`config.mk`:
```
export PLATFORM = sky130hd
export DESIGN_NAME = can_transceiver_mode_wake_ctrl
export DESIGN_NICKNAME = d
export VERILOG_FILES = /design/src/core/can_xcvr_pkg.sv /design/src/core/can_transceiver_mode_wake_ctrl.sv
export SDC_FILE = /design/constraint.sdc
export NUM_CORES = 1
export LEC_CHECK = 0
export BUFFER_PORTS_ARGS = -buffer_cell sky130_fd_sc_hd__buf_2
export CAP_MARGIN = 0
export CORE_UTILIZATION = 60
export CTS_BUF_LIST = sky130_fd_sc_hd__clkbuf_8
export DETAILED_ROUTE_END_ITERATION = 16
export PLACE_DENSITY = 0.86
export SLEW_MARGIN = 20
export SYNTH_ARGS = -nofsm -noshare
export SYNTH_HDL_FRONTEND = slang
export SYNTH_SLANG_ARGS = --single-unit
```
`constraint.sdc`:
```
create_clock -name ref_clk -period 2.43 [get_ports ref_clk]
set_input_delay 0.3645 -clock ref_clk [delete_from_list [all_inputs] [get_ports ref_clk]]
set_output_delay 0.3645 -clock ref_clk [all_outputs]
set_load 0.01 [all_outputs]
```
`src/core/can_xcvr_pkg.sv`:
```
// shared types, codes and timing constants for the can channel mode and wake control
package can_xcvr_pkg;

	// system operating modes as seen by the channel
	typedef enum logic [2:0] {
		SYS_NORMAL,
		SYS_INIT,
		SYS_STOP,
		SYS_SLEEP,
		SYS_RESTART,
		SYS_FAILSAFE
	} sys_mode_e;

	// channel mode field codes; only the wake-capable code is fixed, the others are ours
	localparam logic [1:0] CHM_OFF = 2'h0;
	localparam logic [1:0] CHM_WAKE = 2'h1;
	localparam logic [1:0] CHM_RXONLY = 2'h2;
	localparam logic [1:0] CHM_NORMAL = 2'h3;
	localparam logic [1:0] CHM_RST = CHM_OFF;

	// wake pattern detector states
	typedef enum logic [1:0] {
		W_IDLE,
		W_DOM1,
		W_REC,
		W_DOM2
	} wake_st_e;

	// one wake event record handed to the host side
	typedef struct packed {
		sys_mode_e sys_mode;
		logic wd_forced;
		logic restart;
	} wake_evt_s;

	// timing, clock is 125 MHz
	localparam int CLK_NS = 8;
	localparam int CNT_W = 20;
	localparam int ENABLE_DELAY_NS = 8000;
	localparam int WAKE_DOM_FILTER_NS = 1000;
	localparam int WAKE_REC_LIMIT_NS = 6000;
	localparam int TX_DOM_TIMEOUT_NS = 4500000;
	localparam int BUS_DOM_TIMEOUT_NS = 4500000;
	// least times round up, the recessive limit (a longest time) rounds down
	localparam int ENABLE_DELAY_CYC = (ENABLE_DELAY_NS + CLK_NS - 1) / CLK_NS;
	localparam int WAKE_DOM_FILTER_CYC = (WAKE_DOM_FILTER_NS + CLK_NS - 1) / CLK_NS;
	localparam int WAKE_REC_LIMIT_CYC = WAKE_REC_LIMIT_NS / CLK_NS;
	localparam int TX_DOM_TIMEOUT_CYC = (TX_DOM_TIMEOUT_NS + CLK_NS - 1) / CLK_NS;
	localparam int BUS_DOM_TIMEOUT_CYC = (BUS_DOM_TIMEOUT_NS + CLK_NS - 1) / CLK_NS;

endpackage : can_xcvr_pkg

```
`src/core/can_transceiver_mode_wake_ctrl.sv`:
```
// can transceiver channel: modes, enable delay, wake detection, time-outs, undervoltage
// Functional notes
// - start in off mode, bus high impedance
// - off mode ignores bus wake activity
// - normal only in system normal or init+dev
// - normal: drive follows tx, rx shows bus
// - early dominant ignored until recessive after delay
// - slope control on, bypass bit disables it
// - receive-only: driver off, only normal/stop
// - wake mode in stop/sleep/restart/normal, forced failsafe
// - wake pattern drives rx low until mode change
// - pattern: two long dominants, short recessive gap
// - after wake field reads 01, channel disarmed
// - mode toggle rearms, flag clear not needed
// - entering stop, sleep, failsafe rearms detection
// - wake in stop/normal: interrupt, status, no move
// - stop wake forces watchdog when configured
// - sleep wake: restart, rx low, no interrupt
// - tx dominant time-out: driver off, fail flag
// - time-out cleared: driver back, config kept
// - bus dominant time-out sets fail flag
// - undervoltage in normal/rxonly: flag, driver off
// - supply recovered: back to normal, config kept
`timescale 1ns/100ps
`default_nettype none
module can_transceiver_mode_wake_ctrl
	import can_xcvr_pkg::*;
#(
	parameter int EN_CYC = ENABLE_DELAY_CYC, // enable delay in cycles
	parameter int WK1_CYC = WAKE_DOM_FILTER_CYC, // wake dominant filter
	parameter int WK2_CYC = WAKE_REC_LIMIT_CYC, // wake recessive limit
	parameter int TXTO_CYC = TX_DOM_TIMEOUT_CYC, // tx dominant time-out
	parameter int BUSTO_CYC = BUS_DOM_TIMEOUT_CYC // bus dominant time-out
) (
	input wire logic ref_clk, // core clock
	input wire logic srst, // synchronous reset, high
	input wire sys_mode_e sys_mode, // current system mode
	input wire logic dev_mode_active, // development mode strap
	input wire logic mode_wr, // software mode write strobe
	input wire logic [1:0] mode_req, // requested channel mode code
	input wire logic slope_bypass_cfg, // slope-bypass bit
	input wire logic watchdog_on_bus_wake, // force watchdog on stop wake
	input wire logic watchdog_enabled, // watchdog currently on
	input wire logic tx_data_in, // controller tx, 0 = dominant
	input wire logic bus_rx_in, // decoded bus level, 0 = dominant
	input wire logic supply_uv_in, // transceiver supply below threshold
	input wire logic wake_flag_clr, // clears wake flag and status
	input wire logic fail_flag_clr, // clears channel fail flag
	input wire logic uv_flag_clr, // clears undervoltage flag
	input wire logic wake_evt_ready, // host takes a wake record
	output logic [1:0] channel_mode_field, // mode as software reads it
	output logic bus_hiz, // bus pins high impedance
	output logic bus_drv_en, // driver stage enabled
	output logic bus_drive_dom, // drive bus dominant
	output logic slope_ctrl_bypass, // slope control bypassed
	output logic rx_data_out, // receive data to controller
	output logic bus_wake_flag, // sticky bus wake flag
	output logic fail_flag, // sticky channel fail flag
	output logic supply_undervolt_flag, // sticky undervoltage flag
	output logic interrupt_out_n, // interrupt, active low
	output logic wake_status_a, // wake status bit, register a
	output logic wake_status_b, // wake status bit, register b
	output logic watchdog_force_en, // request to switch watchdog on
	output logic restart_req, // one-cycle request: system to restart
	output logic wake_evt_valid, // wake record available
	output wake_evt_s wake_evt_data // oldest wake record
);

	localparam logic [CNT_W-1:0] CNT_MAX = '1;

	// ---------- mode and flag state ----------
	logic [1:0] chm_q, chm_d;
	logic armed_q, armed_d, woken_q, woken_d;
	logic wflag_q, wflag_d, fail_q, fail_d, uvf_q, uvf_d;
	logic irq_n_q, irq_n_d, wsa_q, wsa_d, wsb_q, wsb_d, wdf_q, wdf_d;
	logic rreq_q, rreq_d;
	sys_mode_e sys_prev_q, sys_prev_d;
	logic allow;
	logic wake_hit, txto_hit, busto_hit;
	logic pend_q, pend_d;

	// software mode requests are filtered by the system mode; illegal writes are dropped
	always_comb begin
		chm_d = chm_q;
		armed_d = armed_q;
		woken_d = woken_q;
		wflag_d = wflag_q;
		fail_d = fail_q;
		uvf_d = uvf_q;
		irq_n_d = irq_n_q;
		wsa_d = wsa_q;
		wsb_d = wsb_q;
		wdf_d = wdf_q;
		rreq_d = 1'b0;
		sys_prev_d = sys_mode;
		case (mode_req)
			CHM_OFF: allow = 1'b1;
			CHM_NORMAL: allow = (sys_mode == SYS_NORMAL) ||
				(sys_mode == SYS_INIT && dev_mode_active);
			CHM_RXONLY: allow = (sys_mode == SYS_NORMAL) || (sys_mode == SYS_STOP);
			default: allow = (sys_mode == SYS_STOP) || (sys_mode == SYS_SLEEP) ||
				(sys_mode == SYS_RESTART) || (sys_mode == SYS_NORMAL);
		endcase
		if (mode_wr && allow) begin
			chm_d = mode_req;
		end
		if (sys_mode == SYS_FAILSAFE) begin
			chm_d = CHM_WAKE;
		end
		// any other mode rearms, so toggling through it is enough
		if (chm_d != CHM_WAKE) begin
			armed_d = 1'b1;
			woken_d = 1'b0;
		end
		if (sys_mode != sys_prev_q && (sys_mode == SYS_STOP || sys_mode == SYS_SLEEP ||
			sys_mode == SYS_FAILSAFE)) begin
			armed_d = 1'b1;
			woken_d = 1'b0;
		end
		// clears first so that a same-cycle event wins
		if (wake_flag_clr) begin
			wflag_d = 1'b0;
			wsa_d = 1'b0;
			wsb_d = 1'b0;
			irq_n_d = 1'b1;
		end
		if (fail_flag_clr) begin
			fail_d = 1'b0;
		end
		if (uv_flag_clr) begin
			uvf_d = 1'b0;
		end
		if (watchdog_enabled) begin
			wdf_d = 1'b0;
		end
		if (wake_hit) begin
			woken_d = 1'b1;
			armed_d = 1'b0;
			wflag_d = 1'b1;
			wsa_d = 1'b1;
			wsb_d = 1'b1;
			case (sys_mode)
				SYS_NORMAL, SYS_STOP: begin
					irq_n_d = 1'b0;
					if (sys_mode == SYS_STOP && !watchdog_enabled && watchdog_on_bus_wake) begin
						wdf_d = 1'b1;
					end
				end
				SYS_SLEEP, SYS_FAILSAFE: rreq_d = 1'b1;
				default: ;
			endcase
		end
		if (txto_hit || busto_hit) begin
			fail_d = 1'b1;
		end
		if ((chm_q == CHM_NORMAL || chm_q == CHM_RXONLY) && supply_uv_in) begin
			uvf_d = 1'b1;
		end
	end

	always_ff @(posedge ref_clk) begin
		if (srst) begin
			chm_q <= CHM_RST;
			armed_q <= 1'b1;
			woken_q <= 1'b0;
			wflag_q <= 1'b0;
			fail_q <= 1'b0;
			uvf_q <= 1'b0;
			irq_n_q <= 1'b1;
			wsa_q <= 1'b0;
			wsb_q <= 1'b0;
			wdf_q <= 1'b0;
			rreq_q <= 1'b0;
			sys_prev_q <= SYS_NORMAL;
		end else begin
			chm_q <= chm_d;
			armed_q <= armed_d;
			woken_q <= woken_d;
			wflag_q <= wflag_d;
			fail_q <= fail_d;
			uvf_q <= uvf_d;
			irq_n_q <= irq_n_d;
			wsa_q <= wsa_d;
			wsb_q <= wsb_d;
			wdf_q <= wdf_d;
			rreq_q <= rreq_d;
			sys_prev_q <= sys_prev_d;
		end
	end

	// ---------- timers, wake detector and pin drive ----------
	logic [CNT_W-1:0] enc_q, enc_d, txc_q, txc_d, bc_q, bc_d, wc_q, wc_d;
	logic endone_q, endone_d, txarm_q, txarm_d, txto_q, txto_d, busto_q, busto_d;
	logic uv_q, uv_d, drven_q, drven_d, dom_q, dom_d, hiz_q, hiz_d;
	logic slope_q, slope_d, rx_q, rx_d;
	wake_st_e ws_q, ws_d;
	logic in_norm;

	always_comb begin
		in_norm = (chm_q == CHM_NORMAL);
		enc_d = enc_q;
		endone_d = endone_q;
		txarm_d = txarm_q;
		wc_d = wc_q;
		ws_d = ws_q;
		wake_hit = 1'b0;
		// enable delay restarts every time normal mode is entered
		if (!in_norm) begin
			enc_d = '0;
			endone_d = 1'b0;
			txarm_d = 1'b0;
		end else begin
			if (!endone_q) begin
				enc_d = enc_q + 1'b1;
				endone_d = (enc_q == CNT_W'(EN_CYC - 1));
			end
			// a dominant held across the delay is never sent; it must go recessive first
			if (endone_q && tx_data_in) begin
				txarm_d = 1'b1;
			end
		end
		// tx dominant time-out clears when tx is released
		txc_d = (in_norm && !tx_data_in && txc_q != CNT_MAX) ? txc_q + 1'b1 : txc_q;
		if (!in_norm || tx_data_in) txc_d = '0;
		txto_d = in_norm && !tx_data_in && (txto_q || txc_q >= CNT_W'(TXTO_CYC));
		txto_hit = txto_d && !txto_q;
		// bus clamp is watched in every mode and never touches the mode field
		bc_d = (!bus_rx_in && bc_q != CNT_MAX) ? bc_q + 1'b1 : bc_q;
		if (bus_rx_in) bc_d = '0;
		busto_d = !bus_rx_in && (busto_q || bc_q >= CNT_W'(BUSTO_CYC));
		busto_hit = busto_d && !busto_q;
		uv_d = (in_norm || chm_q == CHM_RXONLY) && supply_uv_in;
		// wake pattern detector, idle unless armed in wake mode with no parked record waiting
		if (chm_q != CHM_WAKE || !armed_q || pend_q) begin
			ws_d = W_IDLE;
			wc_d = '0;
		end else begin
			case (ws_q)
				W_IDLE: begin
					wc_d = CNT_W'(1);
					if (!bus_rx_in) ws_d = W_DOM1;
				end
				W_DOM1: begin
					if (!bus_rx_in) begin
						wc_d = (wc_q != CNT_MAX) ? wc_q + 1'b1 : wc_q;
					end else begin
						wc_d = CNT_W'(1);
						ws_d = (wc_q > CNT_W'(WK1_CYC)) ? W_REC : W_IDLE;
					end
				end
				W_REC: begin
					if (bus_rx_in) begin
						wc_d = wc_q + 1'b1;
						if (wc_q >= CNT_W'(WK2_CYC - 1)) ws_d = W_IDLE;
					end else begin
						wc_d = CNT_W'(1);
						ws_d = W_DOM2;
					end
				end
				default: begin
					wc_d = wc_q + 1'b1;
					if (bus_rx_in) begin
						ws_d = W_IDLE;
					end else if (wc_q >= CNT_W'(WK1_CYC)) begin
						wake_hit = 1'b1;
						ws_d = W_IDLE;
					end
				end
			endcase
		end
		drven_d = in_norm && !txto_q && !uv_q;
		dom_d = drven_d && txarm_q && !tx_data_in;
		hiz_d = (chm_q == CHM_OFF);
		slope_d = slope_bypass_cfg;
		case (chm_q)
			CHM_NORMAL, CHM_RXONLY: rx_d = bus_rx_in;
			CHM_WAKE: rx_d = !woken_q;
			default: rx_d = 1'b1;
		endcase
	end

	always_ff @(posedge ref_clk) begin
		if (srst) begin
			enc_q <= '0;
			endone_q <= 1'b0;
			txarm_q <= 1'b0;
			txc_q <= '0;
			txto_q <= 1'b0;
			bc_q <= '0;
			busto_q <= 1'b0;
			uv_q <= 1'b0;
			wc_q <= '0;
			ws_q <= W_IDLE;
			drven_q <= 1'b0;
			dom_q <= 1'b0;
			hiz_q <= 1'b1;
			slope_q <= 1'b0;
			rx_q <= 1'b1;
		end else begin
			enc_q <= enc_d;
			endone_q <= endone_d;
			txarm_q <= txarm_d;
			txc_q <= txc_d;
			txto_q <= txto_d;
			bc_q <= bc_d;
			busto_q <= busto_d;
			uv_q <= uv_d;
			wc_q <= wc_d;
			ws_q <= ws_d;
			drven_q <= drven_d;
			dom_q <= dom_d;
			hiz_q <= hiz_d;
			slope_q <= slope_d;
			rx_q <= rx_d;
		end
	end

	// ---------- two-entry wake record buffer; entry 0 is always the head ----------
	wake_evt_s buf_q [2];
	wake_evt_s buf_d [2];
	logic [1:0] vld_q, vld_d;
	wake_evt_s new_evt;
	wake_evt_s pend_evt_q, pend_evt_d; // record parked while both entries are full
	logic push, pop;

	// a full buffer parks the record in pend and holds the detector idle
	always_comb begin
		new_evt.sys_mode = sys_mode;
		new_evt.wd_forced = wdf_d;
		new_evt.restart = rreq_d;
		pop = vld_q[0] && wake_evt_ready;
		push = (wake_hit || pend_q) && !(vld_q[1] && !pop);
		pend_d = (wake_hit || pend_q) && !push;
		// own register, so a parked record never overwrites a valid entry
		pend_evt_d = wake_hit ? new_evt : pend_evt_q;
		buf_d[0] = pop ? buf_q[1] : buf_q[0];
		buf_d[1] = buf_q[1];
		vld_d[0] = pop ? vld_q[1] : vld_q[0];
		vld_d[1] = pop ? 1'b0 : vld_q[1];
		if (push) begin
			if (!vld_d[0]) begin
				buf_d[0] = pend_q ? pend_evt_q : new_evt;
				vld_d[0] = 1'b1;
			end else begin
				buf_d[1] = pend_q ? pend_evt_q : new_evt;
				vld_d[1] = 1'b1;
			end
		end
	end

	always_ff @(posedge ref_clk) begin
		if (srst) begin
			buf_q[0] <= '0;
			buf_q[1] <= '0;
			vld_q <= 2'h0;
			pend_q <= 1'b0;
			pend_evt_q <= '0;
		end else begin
			buf_q[0] <= buf_d[0];
			buf_q[1] <= buf_d[1];
			vld_q <= vld_d;
			pend_q <= pend_d;
			pend_evt_q <= pend_evt_d;
		end
	end

	assign channel_mode_field = chm_q;
	assign bus_hiz = hiz_q;
	assign bus_drv_en = drven_q;
	assign bus_drive_dom = dom_q;
	assign slope_ctrl_bypass = slope_q;
	assign rx_data_out = rx_q;
	assign bus_wake_flag = wflag_q;
	assign fail_flag = fail_q;
	assign supply_undervolt_flag = uvf_q;
	assign interrupt_out_n = irq_n_q;
	assign wake_status_a = wsa_q;
	assign wake_status_b = wsb_q;
	assign watchdog_force_en = wdf_q;
	assign restart_req = rreq_q;
	assign wake_evt_valid = vld_q[0];
	assign wake_evt_data = buf_q[0];
endmodule : can_transceiver_mode_wake_ctrl
`default_nettype wire

```
# After elaboration in Yosys (flattened, before gate mapping)
# Memory sizes are Yosys's and may differ from the RTL's.
# Cells that the tools add are included.
# totals
ramBits,10
out_inout_bits,21
regBits,113
memories,1
input_bits,19
elab_cells,188
# op_classes
reduce_logical,66
n_eq_ne,23
add_sub_neg,4
n_bitwise,3
order_cmp,5
muxes,56
# mem_list
name,words,word_bits,rd,rd_clocked_by_memory_dff,write_ports,line_no,rtl
buf_q,2,5,2,0,2,can_transceiver_mode_wake_ctrl.sv:319,wake_evt_s buf_q [2];
# op_table
op,count
"adder 20 x 1 -> 20 bit, second input constant",4
2-to-1 mux 20 bit,3
"!= test 20 bit, second input constant",3
one-hot mux 20 bit (3 select lines),1
"greater-or-equal comparator 20 bit, second input constant",2
2-to-1 mux 1 bit,32
2-to-1 mux 5 bit,6
logical AND 1 bit,22
"== test 20 x 10 -> 1 bit, second input constant",1
"greater-or-equal comparator 20 x 10 -> 1 bit, second input constant",1
"greater-or-equal comparator 20 x 7 -> 1 bit, second input constant",1
"greater-than comparator 20 x 7 -> 1 bit, second input constant",1
2-to-1 mux 2 bit,10
logical OR 1 bit,14
OR reduction 2 bit,7
logical NOT 1 bit,12
"== test 2 bit, second input constant",5
2-to-1 mux 10 bit,1
"== test 3 x 2 -> 1 bit, second input constant",2
"== test 3 bit, second input constant",2
logical NOT 2 bit,3
"!= test 3 bit, second input constant",2
one-hot mux 2 bit (3 select lines),1
nonzero test 2 bit,3
other kinds (14),18

# Logic depth before layout (Yosys ltp)
# logic_depth
ltp_word,12
ltp_mapped,8
mapped_depth_nobuf,7

# Worst setup path before layout
# No wires, ideal clock.
# synth_path
path_kind,flip-flop to flip-flop
start,reg wc_q[10]
end,reg pend_evt_q[2] (netlist name)
t_arrival_ns,1.887
slack_ns,0.415
setup_ns,0.128
path_stages_with_launch,7
path_buffers,1
required_ns,2.302
period_less_slack_ns,2.015
path_cell_list,dfxtp_1 > or4_4 > nor4_4 > a31o_2 > buf_4 > mux2i_1 > nor2_1
# synth_via
elab_chain_cells,5
# synth_rtl
element,line_no,rtl
from (decl),can_transceiver_mode_wake_ctrl.sv:192,"logic [CNT_W-1:0] enc_q, enc_d, txc_q, txc_d, bc_q, bc_d, wc_q, wc_d;"
from (signal assigned),can_transceiver_mode_wake_ctrl.sv:308,wc_q <= wc_d;
greater-or-equal comparator 20 x 7 -> 1 bit,can_transceiver_mode_wake_ctrl.sv:264,end else if (wc_q >= CNT_W'(WK1_CYC)) begin
2-to-1 mux 1 bit,can_transceiver_mode_wake_ctrl.sv:264,
2-to-1 mux 1 bit,can_transceiver_mode_wake_ctrl.sv:262,if (bus_rx_in) begin
2-to-1 mux 1 bit,can_transceiver_mode_wake_ctrl.sv:238,case (ws_q)
2-to-1 mux 1 bit,can_transceiver_mode_wake_ctrl.sv:234,if (chm_q != CHM_WAKE || !armed_q || pend_q) begin
to (signal assigned),can_transceiver_mode_wake_ctrl.sv:363,pend_evt_q <= pend_evt_d;
to (decl),can_transceiver_mode_wake_ctrl.sv:323,"wake_evt_s pend_evt_q, pend_evt_d;"
# Every way passes these cells.
# A chain may end at the register's enable or synchronous reset.

==> run summary <==
The run finished with clean final reports. For this run the aggregate overflow at the end of global routing stands at 0. The share of the Yosys chip area taken by registers is 40.6%. The tools report the total non-filler cell area in the finished layout as 0.00674 mm^2.

Measured against its own limit, the worst slew margin works out to 55.3%. The root buffer cell was sky130_fd_sc_hd__clkbuf_8. The post-synthesis net count came out at 734. Summed over all cells, the static leakage comes to 0.00234 uW. The tools report the remaining antenna violation count as 0. For the initial antenna violation count, the log shows 0.

Total count of hold-check failures in the final report: 0. The tools report the count of cells resized by post-cts repair as 0. The last weighted congestion value of the routability-driven placer was 0.924. The number of DRC violations after detailed routing was 0. The worst setup path is captured at a flop.

The cell taking the most area after synthesis was sky130_fd_sc_hd__dfxtp_1. Of the cells placed in the final design, the portion with a size suffix greater than 1 is 14.0%. The final setup skew came out at 0.0103 ns.

TritonCTS built the clock tree. Clock-pin slew was measured on the worst setup and hold paths at 0.08 ns. The number of buffers added on ports came out at 39. Number of different library cells in the post-synthesis netlist: 69. Entering global routing, the biggest net connects 32 pins.

The run gives 332 as the number of DRC markers after the initial detailed-route iteration. On the worst path, the slowest cell contributes a delay of 0.56 ns. The detailed router put a total of 6170 um of wire on met1. The uppermost layer routed is met4. For the pin with the worst max-slew slack, the measured transition is 0.668 ns. In this run, synthesis inferred 0 flip-flops with an integrated enable. The fraction of synthesis flops using an asynchronous set or reset pin is 0%, and the power per unit of standard cell area is 598 mW/mm^2. Type of the tightest min-delay check: input port to flop. Setup violations remaining at the end of the flow were counted as 0. The count of maximum capacitance violations was 0; the maximum achievable frequency was 0.461 GHz. The first detailed-routing pass ran for 5 iterations. By area the synthesized netlist is led by sky130_fd_sc_hd__dfxtp_1, sky130_fd_sc_hd__nor2_1, sky130_fd_sc_hd__xor2_1, sky130_fd_sc_hd__xnor2_1, sky130_fd_sc_hd__a21oi_1.

For the worst supply voltage drop on vdd, the log shows 0.608 mV. Total power draw: 4030 uW. The first global-routing pass estimated 22900 um of wire. The floorplan has 36 rows.

The total detailed-routing wirelength came out at 14000 um. The share of the clock period used by the worst path was 89.2%; the area of the core was 0.00977 mm^2. The run gives 62.1% as the initial standard-cell utilization of the core. The total number of yosys warnings was 0. At the worst endpoint, the required time is 2.76 ns.

The number of hold buffers added after CTS was 0. Cells fill 69.0% of the core in the end. Wire segments on met2 add up to 6770 um in the final route. For the final hold slack, the log shows 0.119 ns.

The die covers 0.0105 mm^2. After routing, the total negative slack on setup checks comes to 0 ns. The share of synthesized area in the top cell type comes to 40.6%.

The routed length per instance works out to 15.8 um. The run gives 2 as the worst-case clock buffer depth. The signal on the critical path passes through or4_4, nor4_4, buf_4, a31o_2, o31a_1, a211oi_2.

After the last flow step, the layout net total stands at 766. Routed via count divided by cell count: 6.12. Routed length on met3: 778 um.

Count of state elements after synthesis: 123. The clock reaches the later pin of the worst-skew pair after 0.45 ns. The half-perimeter wire length of the detailed placement result came out at 9470 um. For this run, the leading register cell type out of synthesis is sky130_fd_sc_hd__dfxtp_1.

Along the worst path, the maximum fanout reaches 15. Setup repair after global routing left no endpoint under its margin. The arrival time at the worst endpoint is 2.50 ns. The tree built by TritonCTS fans out to 123 sinks. Synthesis produced a netlist whose cell count is 707. The number of global-route vias before repair came out at 4943. The worst setup path is of the flop to flop kind. The die is 103 um tall.

The worst setup path is launched from a flop. Buffers added to address setup during post-CTS repair amount to 0. Summing all placed instances gives a cell area of 0.00633 mm^2.

The largest individual stage delay along the critical path comes from the cell sky130_fd_sc_hd__or4_4. The synthesis-to-layout area growth works out to 11.1%. For the finished layout, the period the worst path requires is 2.17 ns. During I/O placement, the number of pins put on the boundary was 40. The final-report max-slew violation count came out at 0.

The cell family contributing the most delay on the critical path was simple AND/OR/NAND/NOR gates. The number of H-tree branching levels was 4. A synthesized cell averages 8.58 um^2. From left edge to right edge, the die measures 103 um.

Detailed-route via count: 5418. The logs give 27.9% for the global-route usage over all layers and 0.00607 mm^2 for the mapped cell area. The run gives 17 as the number of clock buffers inserted by TritonCTS.

For the antenna diode count, the log shows 0. Combined buffer and inverter count along the critical path: 1.
[layout make-up]
type                    instances  area (um^2)
repair buffers                 47          255
clock buffers                  17          234
multi-input cells             530         3370
flip-flops and latches        123         2460
clock inverters                15          174
inverters                      20         75.1
well taps                     133          166
fillers                       744         3030
[state kept, by name (all words and copies together), names as in the netlist, 2 cells and up]
name and cells:
ws_q 2, vld_q 2, bc_q 20, enc_q 20, channel_mode_field 2, txc_q 20, wc_q 20, pend_evt_q 5
sys_prev_q 3, buf_q 10
[layout by cell type, fill, tap and decap left out, types with 6 or more instances in the layout]
cell	synthesis	layout
sky130_fd_sc_hd__nand4b_1	7	7
sky130_fd_sc_hd__inv_1	19	20
sky130_fd_sc_hd__a211oi_1	8	8
sky130_fd_sc_hd__or4_1	8	8
sky130_fd_sc_hd__nor3_1	16	16
sky130_fd_sc_hd__nor2_1	101	101
sky130_fd_sc_hd__xor2_1	28	28
sky130_fd_sc_hd__a21oi_1	37	37
sky130_fd_sc_hd__buf_2	0	39
sky130_fd_sc_hd__nor4_1	8	8
sky130_fd_sc_hd__and2_1	6	6
sky130_fd_sc_hd__nand2_1	41	41
sky130_fd_sc_hd__nor2b_1	12	12
sky130_fd_sc_hd__nand4_1	20	20
sky130_fd_sc_hd__nand3_1	28	28
sky130_fd_sc_hd__a31oi_1	7	7
sky130_fd_sc_hd__buf_4	8	8
sky130_fd_sc_hd__mux2i_1	15	15
sky130_fd_sc_hd__xnor2_1	27	27
sky130_fd_sc_hd__and3_1	16	16
sky130_fd_sc_hd__ha_1	8	8
sky130_fd_sc_hd__dfxtp_1	123	123
sky130_fd_sc_hd__o21ai_0	21	21
sky130_fd_sc_hd__clkbuf_8	0	17
sky130_fd_sc_hd__or3_1	18	18
[layer usage]
layer | vias up | track usage [%]
li1 | 2621 | -
met1 | 2578 | 34.8
met2 | 188 | 45.0
met3 | 31 | 7.12
met4 | 0 | 13.3
met5 | - | 0
[Yosys cell counts (all sizes together), types with 3 or more instances]
master / instances
o31ai: 8
a21oi: 37
o311ai: 4
nor2: 101
a221oi: 4
nand2: 41
o21a: 5
clkbuf: 26
a31oi: 7
a211oi: 12
nand2b: 5
nand3: 28
or4: 9
and4: 5
o2111ai: 5
nor4: 9
dfxtp: 123
mux2i: 15
or2: 7
a311oi: 5
o21ai: 23
and3: 16
nand4b: 7
and2: 8
nor3: 17
buf: 8
or3: 18
nor3b: 3
a21o: 3
nand4: 20
inv: 20
xnor2: 27
nand3b: 3
and3b: 3
o211ai: 5
nor2b: 12
ha: 8
xor2: 28
[worst paths after layout]
path	slack (ns)	startpoint	end	depth (start not counted)
min reg2reg	0.42	uv_q	bus_drv_en	1
min	0.12	slope_bypass_cfg	slope_ctrl_bypass	2
max	0.26	wc_q[10]	buf_q[0][6]	6
max reg2reg	0.26	wc_q[10]	buf_q[0][6]	6
[report_power, final]
part	switching, uW	leakage (uW)	internal, uW
Clock	867	0.000200	1010
Sequential	7.05	0.000992	2030
Combinational	79.3	0.00115	45.1
[kinds of logic after synthesis]
family / after synthesis / share of synthesized area, %
simple gates: 317 / 27.6
mux: 15 / 2.47
fa+ha+maj: 8 / 1.65
flops: 123 / 40.6
buf+inv: 54 / 3.83
compound gates: 135 / 15.9
xor+xnor: 55 / 7.94
[per-stage QoR]
| step | worst slack [ns] | std cells |
|---|---|---|
| 6_report | 0.262 | 885 |
| 5_1_grt | 0.105 | 885 |
| 2_1_floorplan | 0.415 | 707 |
| 3_5_place_dp | 0.282 | 853 |
| 4_1_cts | 0.261 | 885 |
| 3_3_place_gp | 0.352 | 853 |
(Power assumes the default switching activity.)
